--- src/hdl/cmsb_cfg.svh ---
/*
  offsets, field positions, reset values and counts for the
  configuration manager status block; included by design modules.
*/
`ifndef CMSB_CFG_SVH
`define CMSB_CFG_SVH
// register byte addresses
`define CMSB_OFS_STATUS   8'h04
`define CMSB_OFS_CONTROL  8'h10
// status field positions
`define CMSB_BIT_PRESENT  4
`define CMSB_BIT_BUFRDY   5
`define CMSB_BIT_BUFDIR   6
`define CMSB_BIT_DONE     7
`define CMSB_BIT_CMDRDY   8
`define CMSB_BIT_AUTOPIN  9
`define CMSB_LSB_IMGSEL   13
`define CMSB_BIT_BUSY     17
`define CMSB_BIT_CRDY     18
`define CMSB_BIT_DWF      19
// control field positions
`define CMSB_BIT_OVR_EN   0
`define CMSB_BIT_OVR_VAL  1
`define CMSB_BIT_LAUNCH   2
// reset values
`define CMSB_RST_CONTROL  2'h0
`define CMSB_RST_PINS     8'h00
// cycles for the pin synchroniser to settle after reset
`define CMSB_SETTLE_CYC   3'h4
`endif

--- src/hdl/cmsb_pkg.sv ---
/*
  types shared by the configuration manager status block.
  assumes nothing beyond a SystemVerilog compiler.
*/
package cmsb_pkg;
  typedef logic [31:0] cmsb_word_t;
  typedef logic [7:0]  cmsb_addr_t;
  typedef enum logic [1:0] {
    CMSB_SETTLE,
    CMSB_HOLD,
    CMSB_RUN,
    CMSB_DONE
  } cmsb_state_e;
endpackage

--- src/hdl/cmsb_seq_if.sv ---
/*
  link between the register side and the start sequencer.
  assumes a single clock shared by both ends.
*/
`timescale 1ns/10ps
`default_nettype none
interface cmsb_seq_if;
  logic auto_en;   // effective autostart selection
  logic launch;    // software start pulse
  logic finished;  // configuration engine finished
  logic start;     // start pulse to the engine
  logic done;      // configuration complete level
  modport seq (input auto_en, launch, finished, output start, done);
  modport regs (output auto_en, launch, finished, input start, done);
endinterface
`default_nettype wire

--- src/hdl/cmsb_pin_sync.sv ---
/*
  three-stage synchroniser for pin inputs with agree filter.
  assumes inputs are asynchronous to clk_i.
*/
`timescale 1ns/10ps
`default_nettype none
module cmsb_pin_sync
  import cmsb_pkg::*;
(
  input  wire logic       clk_i,    // system clock
  input  wire logic       reset_i,  // sync reset, high
  input  wire logic [7:0] pins_i,   // raw pin levels
  output logic      [7:0] pins_o    // filtered levels
);
`include "cmsb_cfg.svh"
  logic [7:0] s1_ff;
  logic [7:0] s2_ff;
  logic [7:0] s3_ff;
  // stage one is seen by stage two only
  always_ff @(posedge clk_i) begin
    if (reset_i) begin
      s1_ff <= `CMSB_RST_PINS;
      s2_ff <= `CMSB_RST_PINS;
      s3_ff <= `CMSB_RST_PINS;
    end else begin
      s1_ff <= pins_i;
      s2_ff <= s1_ff;
      s3_ff <= s2_ff;
    end
  end
  // a bit moves only when stages two and three agree
  always_ff @(posedge clk_i) begin
    if (reset_i) begin
      pins_o <= `CMSB_RST_PINS;
    end else begin
      pins_o <= (~(s2_ff ^ s3_ff) & s3_ff) | ((s2_ff ^ s3_ff) & pins_o);
    end
  end
endmodule
`default_nettype wire

--- src/hdl/cmsb_start_seq.sv ---
/*
  start sequencer: autostart or software launch, then done.
  assumes the engine pulses finished once per start.
*/
`timescale 1ns/10ps
`default_nettype none
module cmsb_start_seq
  import cmsb_pkg::*;
(
  input  wire logic clk_i,    // system clock
  input  wire logic reset_i,  // sync reset, high
  cmsb_seq_if.seq   sq        // sequencer side
);
`include "cmsb_cfg.svh"
  cmsb_state_e state_ff;
  logic [2:0]  wait_ff;
  // settle lets the synchronised pin become valid first
  always_ff @(posedge clk_i) begin
    if (reset_i) begin
      wait_ff <= '0;
    end else if (state_ff == CMSB_SETTLE) begin
      wait_ff <= wait_ff + 3'h1;
    end
  end
  // state walk
  always_ff @(posedge clk_i) begin
    if (reset_i) begin
      state_ff <= CMSB_SETTLE;
    end else begin
      unique case (state_ff)
        CMSB_SETTLE: begin
          if (wait_ff == `CMSB_SETTLE_CYC) begin
            state_ff <= sq.auto_en ? CMSB_RUN : CMSB_HOLD;
          end
        end
        CMSB_HOLD: begin
          if (sq.launch) begin
            state_ff <= CMSB_RUN;
          end
        end
        CMSB_RUN: begin
          if (sq.finished) begin
            state_ff <= CMSB_DONE;
          end
        end
        CMSB_DONE: begin
          state_ff <= CMSB_DONE;
        end
      endcase
    end
  end
  // start pulses on entering run
  always_ff @(posedge clk_i) begin
    if (reset_i) begin
      sq.start <= 1'b0;
    end else begin
      sq.start <= ((state_ff == CMSB_SETTLE) && (wait_ff == `CMSB_SETTLE_CYC)
                   && sq.auto_en) || ((state_ff == CMSB_HOLD) && sq.launch);
    end
  end
  assign sq.done = (state_ff == CMSB_DONE);
endmodule
`default_nettype wire

--- src/hdl/cmsb_status.sv ---
/*
  configuration manager status bits 4..19 with control register.
  assumes a simple strobe register port and an external
  configuration engine that pulses config_finished_i.
*/
// How it works
// bit 4 is one while a storage card is present
// bit 5 is one when the sector buffer can move data
// bit 6 is one while the buffer is in write-only mode
// bit 6 is zero while the buffer is in read mode
// bit 7 sets only after the whole configuration has finished
// bit 8 is one when the card controller takes a new command
// bit 9 shows the autostart pin; one starts configuration after reset
// with the pin low, configuration waits for the launch bit
// a control override replaces the pin choice; bit 9 still shows the pin
// bits 13 to 15 mirror the three image select pins
// bit 17 mirrors the card busy flag
// host leaves card command and buffer alone while busy is one
// host ignores status bits 1 to 6 while busy is one
// bit 18 mirrors the card ready flag
// bit 19 mirrors the card write fault flag
// host reads this register to find an interrupt source
// reserved bits read zero; status writes have no effect
`timescale 1ns/10ps
`default_nettype none
module cmsb_status
  import cmsb_pkg::*;
(
  input  wire logic       clk_i,              // 40 MHz clock
  input  wire logic       reset_i,            // sync reset, high
  input  wire logic [7:0] addr_i,             // register byte address
  input  wire logic [31:0] wr_data_i,         // write data
  input  wire logic       wr_en_i,            // write strobe
  input  wire logic       rd_en_i,            // read strobe
  output logic      [31:0] rd_data_o,         // read data, next cycle
  input  wire logic       card_present_i,     // card detect pin
  input  wire logic       autostart_pin_i,    // autostart mode pin
  input  wire logic [2:0] image_select_pin_i, // image select pins
  input  wire logic       card_busy_i,        // card busy flag
  input  wire logic       card_ready_i,       // card ready flag
  input  wire logic       card_wfault_i,      // card write fault
  input  wire logic       buf_ready_i,        // sector buffer ready
  input  wire logic       buf_write_mode_i,   // buffer write-only
  input  wire logic       cmd_ready_i,        // card ctrl takes cmd
  input  wire logic       config_finished_i,  // engine done pulse
  output logic            config_start_o,     // engine start pulse
  output logic            config_done_o       // configuration done
);
`include "cmsb_cfg.svh"

  logic [7:0] pins_q;
  logic [1:0] control_ff;
  logic       autostart_override;
  logic       auto_val;

  cmsb_seq_if sq ();

  // pins and card flags are asynchronous; one filtered bank
  cmsb_pin_sync u_sync (
    .clk_i   (clk_i),
    .reset_i (reset_i),
    .pins_i  ({card_wfault_i, card_ready_i, card_busy_i,
               image_select_pin_i, autostart_pin_i,
               card_present_i}),
    .pins_o  (pins_q)
  );

  // filtered pin fields
  logic       card_present_flag;
  logic       autostart_pin_state;
  logic [2:0] image_sel;
  logic       card_busy_mirror;
  logic       card_ready_mirror;
  logic       card_write_fault_mirror;
  assign card_present_flag       = pins_q[0];
  assign autostart_pin_state     = pins_q[1];
  assign image_sel               = pins_q[4:2];
  assign card_busy_mirror        = pins_q[5];
  assign card_ready_mirror       = pins_q[6];
  assign card_write_fault_mirror = pins_q[7];

  // address decode
  logic hit_status;
  logic hit_control;
  assign hit_status  = (addr_i == `CMSB_OFS_STATUS);
  assign hit_control = (addr_i == `CMSB_OFS_CONTROL);

  // control register: override enable and value
  always_ff @(posedge clk_i) begin
    if (reset_i) begin
      control_ff <= `CMSB_RST_CONTROL;
    end else if (wr_en_i && hit_control) begin
      control_ff <= {wr_data_i[`CMSB_BIT_OVR_VAL],
                     wr_data_i[`CMSB_BIT_OVR_EN]};
    end
  end
  assign autostart_override = control_ff[0];
  assign auto_val           = control_ff[1];

  // override replaces the pin for the start choice only
  assign sq.auto_en = autostart_override ? auto_val
                                         : autostart_pin_state;
  // launch bit is a write pulse, never stored
  assign sq.launch  = wr_en_i && hit_control
                      && wr_data_i[`CMSB_BIT_LAUNCH];
  assign sq.finished = config_finished_i;

  cmsb_start_seq u_seq (
    .clk_i   (clk_i),
    .reset_i (reset_i),
    .sq      (sq.seq)
  );

  assign config_start_o = sq.start;
  assign config_done_o  = sq.done;

  // gather the status word; bits outside 4..19 stay zero
  function automatic cmsb_word_t status_word(
    input logic [7:0] pins,
    input logic       bufrdy,
    input logic       bufwr,
    input logic       done,
    input logic       cmdrdy
  );
    cmsb_word_t w;
    w = '0;
    w[`CMSB_BIT_PRESENT] = pins[0];
    w[`CMSB_BIT_BUFRDY]  = bufrdy;
    w[`CMSB_BIT_BUFDIR]  = bufwr;
    w[`CMSB_BIT_DONE]    = done;
    w[`CMSB_BIT_CMDRDY]  = cmdrdy;
    w[`CMSB_BIT_AUTOPIN] = pins[1];
    w[`CMSB_LSB_IMGSEL +: 3] = pins[4:2];
    w[`CMSB_BIT_BUSY]    = pins[5];
    w[`CMSB_BIT_CRDY]    = pins[6];
    w[`CMSB_BIT_DWF]     = pins[7];
    return w;
  endfunction

  cmsb_word_t status_now;
  assign status_now = status_word({card_write_fault_mirror, card_ready_mirror,
                                   card_busy_mirror, image_sel,
                                   autostart_pin_state, card_present_flag},
                                  buf_ready_i, buf_write_mode_i,
                                  sq.done, cmd_ready_i);

  // read mux; unmapped and idle cycles return zero
  // status writes fall through here with no effect
  always_ff @(posedge clk_i) begin
    if (reset_i) begin
      rd_data_o <= '0;
    end else if (rd_en_i && hit_status) begin
      rd_data_o <= status_now;
    end else if (rd_en_i && hit_control) begin
      rd_data_o <= {30'h0, control_ff};
    end else begin
      rd_data_o <= '0;
    end
  end

  logic [7:0] past_pins;
  logic       past_done;
  always_ff @(posedge clk_i) begin
    past_pins <= pins_q;
    past_done <= sq.done;
  end

  // start count for the once-per-reset checks, saturating
  logic [1:0] start_cnt_ff;
  logic [1:0] past_ctl_wr;
  always_ff @(posedge clk_i) begin
    if (reset_i) begin
      start_cnt_ff <= 2'h0;
    end else if (sq.start && start_cnt_ff != 2'h3) begin
      start_cnt_ff <= start_cnt_ff + 2'h1;
    end
  end
  // override bits offered in the last cycle
  always_ff @(posedge clk_i) begin
    past_ctl_wr <= {wr_data_i[`CMSB_BIT_OVR_VAL], wr_data_i[`CMSB_BIT_OVR_EN]};
  end
endmodule
`default_nettype wire

--- config.mk ---
export PLATFORM = sky130hd
export DESIGN_NAME = cmsb_status
export DESIGN_NICKNAME = d
export VERILOG_FILES = /design/src/hdl/cmsb_pkg.sv /design/src/hdl/cmsb_seq_if.sv /design/src/hdl/cmsb_pin_sync.sv /design/src/hdl/cmsb_start_seq.sv /design/src/hdl/cmsb_status.sv
export VERILOG_INCLUDE_DIRS = /design/src /design/src/hdl
export SDC_FILE = /design/constraint.sdc
export NUM_CORES = 1
export LEC_CHECK = 0
export BUFFER_PORTS_ARGS = -buffer_cell sky130_fd_sc_hd__buf_2
export CAP_MARGIN = 30
export CORE_ASPECT_RATIO = 1.1
export CORE_MARGIN = 5
export CORE_UTILIZATION = 47
export CTS_BUF_LIST = sky130_fd_sc_hd__clkbuf_4
export DETAILED_ROUTE_END_ITERATION = 10
export HOLD_SLACK_MARGIN = 0.12
export PLACE_DENSITY_LB_ADDON = 0.3
export SLEW_MARGIN = 30
export SYNTH_ARGS = -nofsm -noshare
export SYNTH_HDL_FRONTEND = slang
export SYNTH_SLANG_ARGS = --single-unit
--- constraint.sdc ---
create_clock -name clk_i -period 1.7 [get_ports clk_i]
set_input_delay 0.085 -clock clk_i [delete_from_list [all_inputs] [get_ports clk_i]]
set_output_delay 0.085 -clock clk_i [all_outputs]
set_load 0.05 [all_outputs]
======== Word level (Yosys, flattened, before mapping) ========
Index checks and enable logic that the tools add are counted.
word-level totals
  register bits ........................... 72
  output and inout bits ................... 34
  logic and storage cells ................. 47
  bits of input ports ..................... 56
cells by class
  equality and inequality tests ........... 9
  bitwise logic cells ..................... 6
  muxes and demuxes ....................... 8
  add/subtract/negate cells ............... 1
  reduce and logical (&&, ||, !) cells .... 12
operators by type and width
  kind                                                    number
  2-to-1 mux 20 bit                                       1
  AND 8 bit                                               2
  2-to-1 mux 2 bit                                        5
  equality test 8 x 3 -> 1 bit (second input constant)    1
  equality test 8 x 5 -> 1 bit (second input constant)    1
  NOT 8 bit                                               1
  OR 8 bit                                                1
  case mux 2 bit (4 select lines)                         1
  bitwise XOR 8 bit                                       1
  logical AND 1 bit                                       7
  equality test 2 bit (second input constant)             2
  inequality test 2 bit (second input constant)           2
  adder 3 x 1 -> 3 bit (second input constant)            1
  equality test 3 bit (second input constant)             1
  AND reduction 3 bit                                     1
  OR reduction 3 bit                                      1
  equality test 2 x 1 -> 1 bit (second input constant)    1
  logical NOT 2 bit                                       1
  inequality test 2 x 1 -> 1 bit (second input constant)  1
  OR reduction 2 bit                                      1
  logical OR 1 bit                                        1
  2-to-1 mux 1 bit                                        1
  NOT 1 bit                                               1

======== Logic depth before layout (Yosys ltp) ========
  depth in word-level cells ............... 5
  mapped depth ............................ 5
  mapped depth without buffers ............ 5

======== Hierarchy ========
From an unflattened synthesis, not the netlist that was laid out.
second synthesis, totals
  cell total of the unflattened synthesis .. 181
  area, all modules ....................... 1931.9 um^2
modules (own cells, without submodules)
  module          cells each  area each (um^2)  times used  seq. area each (um^2)
  cmsb_pin_sync   83          923.4             1           640.6
  cmsb_status     67          709.4             1           320.3
  cmsb_start_seq  31          299.0             1           120.1

======== Worst setup path after synthesis ========
No wires, ideal clock.
  path kind ............................... reg-to-reg
  start point ............................. register u_seq.wait_ff[0]
  end point ............................... register u_seq.state_ff[0]
  stages on the path, launching flop included .. 6
  library setup time ...................... 120 ps
  clock period less this slack ............ 1239 ps
  path slack .............................. 461 ps
  arrival time ............................ 1119 ps
  buffers on the path ..................... 0
  required time ........................... 1580 ps
  cells stage by stage .................... dfxtp_1 inv_1 ha_1 and3b_1 nor2b_1 o31a_1
on the way
  longest elaborated chain between the ends .. 3
RTL lines
  item                             line                  source
  from (decl)                      cmsb_start_seq.sv:16  logic [2:0] wait_ff;
  from (signal assigned)           cmsb_start_seq.sv:22  wait_ff <= wait_ff + 3'h1;
  equality test 3 bit (no line)    --
  inequality test 2 bit (no line)  --
  AND reduction 3 bit (no line)    --
  to (signal assigned)             cmsb_start_seq.sv:33  state_ff <= sq.auto_en ? CMSB_RUN : CMSB_HOLD;
  to (decl)                        cmsb_start_seq.sv:15  cmsb_state_e state_ff;
Every way passes these cells.
A chain may end at the register's enable or synchronous reset.

======== Final worst setup path ========
  start point ............................. input addr_i[6]
  end point ............................... register control_ff[1]
on the way
  longest elaborated chain between the ends .. 2
RTL lines
  item                                    line               source
  from (decl)                             cmsb_status.sv:31  input wire logic [7:0] addr_i,
  equality test 8 x 5 -> 1 bit (no line)  --
  logical AND 1 bit                       cmsb_status.sv:92  end else if (wr_en_i && hit_control) begin
  to (signal assigned)                    cmsb_status.sv:91  control_ff <= `CMSB_RST_CONTROL;
  to (signal assigned)                    cmsb_status.sv:93  control_ff <= {wr_data_i[`CMSB_BIT_OVR_VAL],
  to (decl)                               cmsb_status.sv:52  logic [1:0] control_ff;
Every way passes these cells.

==> run metrics <==
CP startpoint kind primary input; Max-cap violations 0; number of cells on the worst reg-to-reg path 5; Avg WL per Cell 9.87 µm; RePlAce Congestion just under 0.8; syn_area_per_cell about 10 µm²; chip height about 77 µm; Yosys warning total 0; # rows 24; I/O pin count 90; CTS root buf clkbuf_4; IO buf count 42; Initial Util around 49%; Die Wd between 70 and 80 µm; residual DRC count 0; grt total ovfl 0; RR Endpoint u_seq.state_ff[0]; crit share post-route between 90% and 100%; Tmin final approximately 1.7 ns; top cell type's share of synthesized area a little under three fifths; worst r2r src u_seq.wait_ff[0]; P&R area growth vs syn 25.9%; worst skew pair latency 0.36 ns; Yosys reg bits 54; H-tree Lvls 2; # setup viols final 0; vias per std cell ~4.3; hold crit path type primary input to flop; Routed WL just under 3 mm; R2R Setup Slk 0.38 ns; Clk pin slew, worst setup/hold paths 0.14 ns; CTS Buf Count 5; hold path cells 3; CTS max path bufs 2; Total GRT Usage ~11%; Final ANT Viol Nets 0; register area share after synthesis 56.6%; CP Capture Type flop; synthesized instance count between 150 and 200; fmax ~600 MHz; Worst Hold Path EP rd_data_o[1]; Pleak approximately 1.1 nW; distinct cell type count after synthesis 32; CTS tree built; vias after detailed routing roughly 1300; P per Cell Area just under 900 nW/µm²; final net count roughly 300; CP required 2.01 ns; Antenna Cells 0; vias in the first global route 1119; clock sinks 54; worst clock skew ~0.0086 ns; Worst EP arrival approximately 2 ns; DR iter-0 viols 55; initial antenna violation count 0; fin. max-slew vios 0; CP Class primary input to flop; Final Hold Vio Count 0; largest net degree at the start of global routing 44; first-pass GRT wire length 4.76 mm; status complete, no violations; setup total negative slack 0 ns; Max VDD drop approximately 0.00051 V; largest cells by area after synthesis dfxtp_1 57%, nor2b_1 8.5%, buf_4 7.1%, and2_2 3.9%, a21oi_1 2.9%; Synth Cell Area 1910 µm²; core area about 3900 µm²; Detailed Place HPWL roughly 2.0 mm; DR pass1 iterations 4; Crit Path Max Fanout 3; die area roughly 5400 µm²; Hold Path Origin rd_en_i; Util after Layout slightly above 60%; share of layout cells above drive strength 1 between 20% and 30%; leading area contributor after synthesis dfxtp_1
[logic make-up after synthesis]
logic type               synth area share, %
adder cells (fa/ha/maj)                 1.31
other                                  0.196
AO/OA/AOI/OAI                           6.75
flip-flops                              56.6
multiplexers                            1.64
buffers and inverters                   9.30
AND/OR/NAND/NOR                         23.3
XOR/XNOR                               0.918
[stage by stage]
| stage | total power (W) | setup slack, ns | hold slack, ns | instances | instance area (µm²) |
|---|---|---|---|---|---|
| 3_3_place_gp | 0.00154 | 0.382 | 0.293 | 271 | 2090 |
| 5_1_grt | 0.00220 | -0.0113 | 0.134 | 302 | 2400 |
| 6_report | 0.00209 | 0.0272 | 0.163 | 302 | 2400 |
| 2_1_floorplan | 0.00153 | 0.461 | 0.213 | 199 | 1970 |
| 4_1_cts | 0.00212 | 0.0515 | 0.131 | 300 | 2360 |
| 3_5_place_dp | 0.00155 | 0.384 | 0.298 | 271 | 2090 |
[cells in the mapped netlist]
cell      count
nor3b_1       1
a211oi_1      1
and4_1        2
nor2b_1      26
ha_1          2
inv_1         4
nand4_1       1
nor4b_1       2
and2_2       10
buf_2         1
nand2b_1      4
nor4_4        1
and2_1        4
a21oi_1      11
clkbuf_1      3
buf_4        18
nand2_1      10
and3_2        1
mux2_2        1
nor3_1        1
and4b_1       1
mux2i_1       2
xnor2_1       2
buf_6         1
conb_1        1
o21ai_0       9
dfxtp_1      54
a31oi_1       2
nor2_1        3
and3_1        1
o31a_1        1
and3b_1       1
[worst max path at each step]
stage                   endpoint  slack (ns)        startpoint  cells past startpoint
5_1_grt           u_seq.sq.start       -0.01         addr_i[5]                      6
2_1_floorplan  u_seq.state_ff[0]        0.46  u_seq.wait_ff[0]                      5
6_report           control_ff[1]        0.03         addr_i[6]                      6
4_1_cts            control_ff[0]        0.05         addr_i[6]                      6
3_5_place_dp   u_seq.state_ff[0]        0.38  u_seq.wait_ff[0]                      5
3_3_place_gp        rd_data_o[4]        0.38         addr_i[1]                      4
[worst max-delay path, stage by stage]
cell and delay, ns:
dlygate4sd3_1 0.57, buf_2 0.17, nor4b_4 0.21, and3_4 0.23, mux2i_1 0.17, dlygate4sd3_1 0.55
[layout by cell type (no fill, tap or decap), drive strengths merged]
cell type     count
nor2b            26
and3b             1
and4b             1
and4              2
ha                2
nand2b            4
conb             18
o31a              1
o21ai             9
dfxtp            54
nor3              1
inv               4
mux2              1
mux2i             2
a21oi            11
xnor2             2
a31oi             2
and3              2
nor4              1
clkbuf            5
nor3b             1
buf              45
nand2            10
and2             14
nand4             1
dlygate4sd3      20
nor4b             2
dlymetal6s4s      1
a211oi            1
clkinv            3
nor2              3
[routing by layer]
| metal | track usage [%] | wire (µm) | vias up | part of all wire, % |
|---|---|---|---|---|
| li1 | - | - | 695 | - |
| met1 | 11.6 | 1230 | 560 | 41 |
| met2 | 18.3 | 1410 | 42 | 47 |
| met3 | 3.79 | 248 | 7 | 8.3 |
| met4 | 7.52 | 87 | 0 | 2.9 |
| met5 | 0 | 0 | - | 0 |
[cell type report]
type / instances / area (µm²)
clock inverter: 3 / 21.3
multi-input combinational: 118 / 738
inverter: 4 / 15.0
clock buffer: 5 / 37.5
sequential: 54 / 1080
tap: 52 / 65.1
timing repair buffer: 66 / 445
fill: 341 / 1530
[timing repair]
| action | 4_1_cts | 5_1_grt |
|---|---|---|
| buffers inserted | 0 | 2 |
| hold buffers | 21 | 0 |
| hold endpoints to repair | 18 | 0 |
| resized for setup | 0 | 5 |
| endpoints found under the setup margin | 0 | 4 |
[report_power, final]
| group | switching (W) | internal, W | total (W) |
|---|---|---|---|
| combinational | 0.000148 | 0.0000918 | 0.000240 |
| sequential | 0.0000183 | 0.00130 | 0.00132 |
| clock | 0.000369 | 0.000162 | 0.000531 |
| total | 0.000535 | 0.00156 | 0.00209 |
Power figures use the tool's default switching activity.
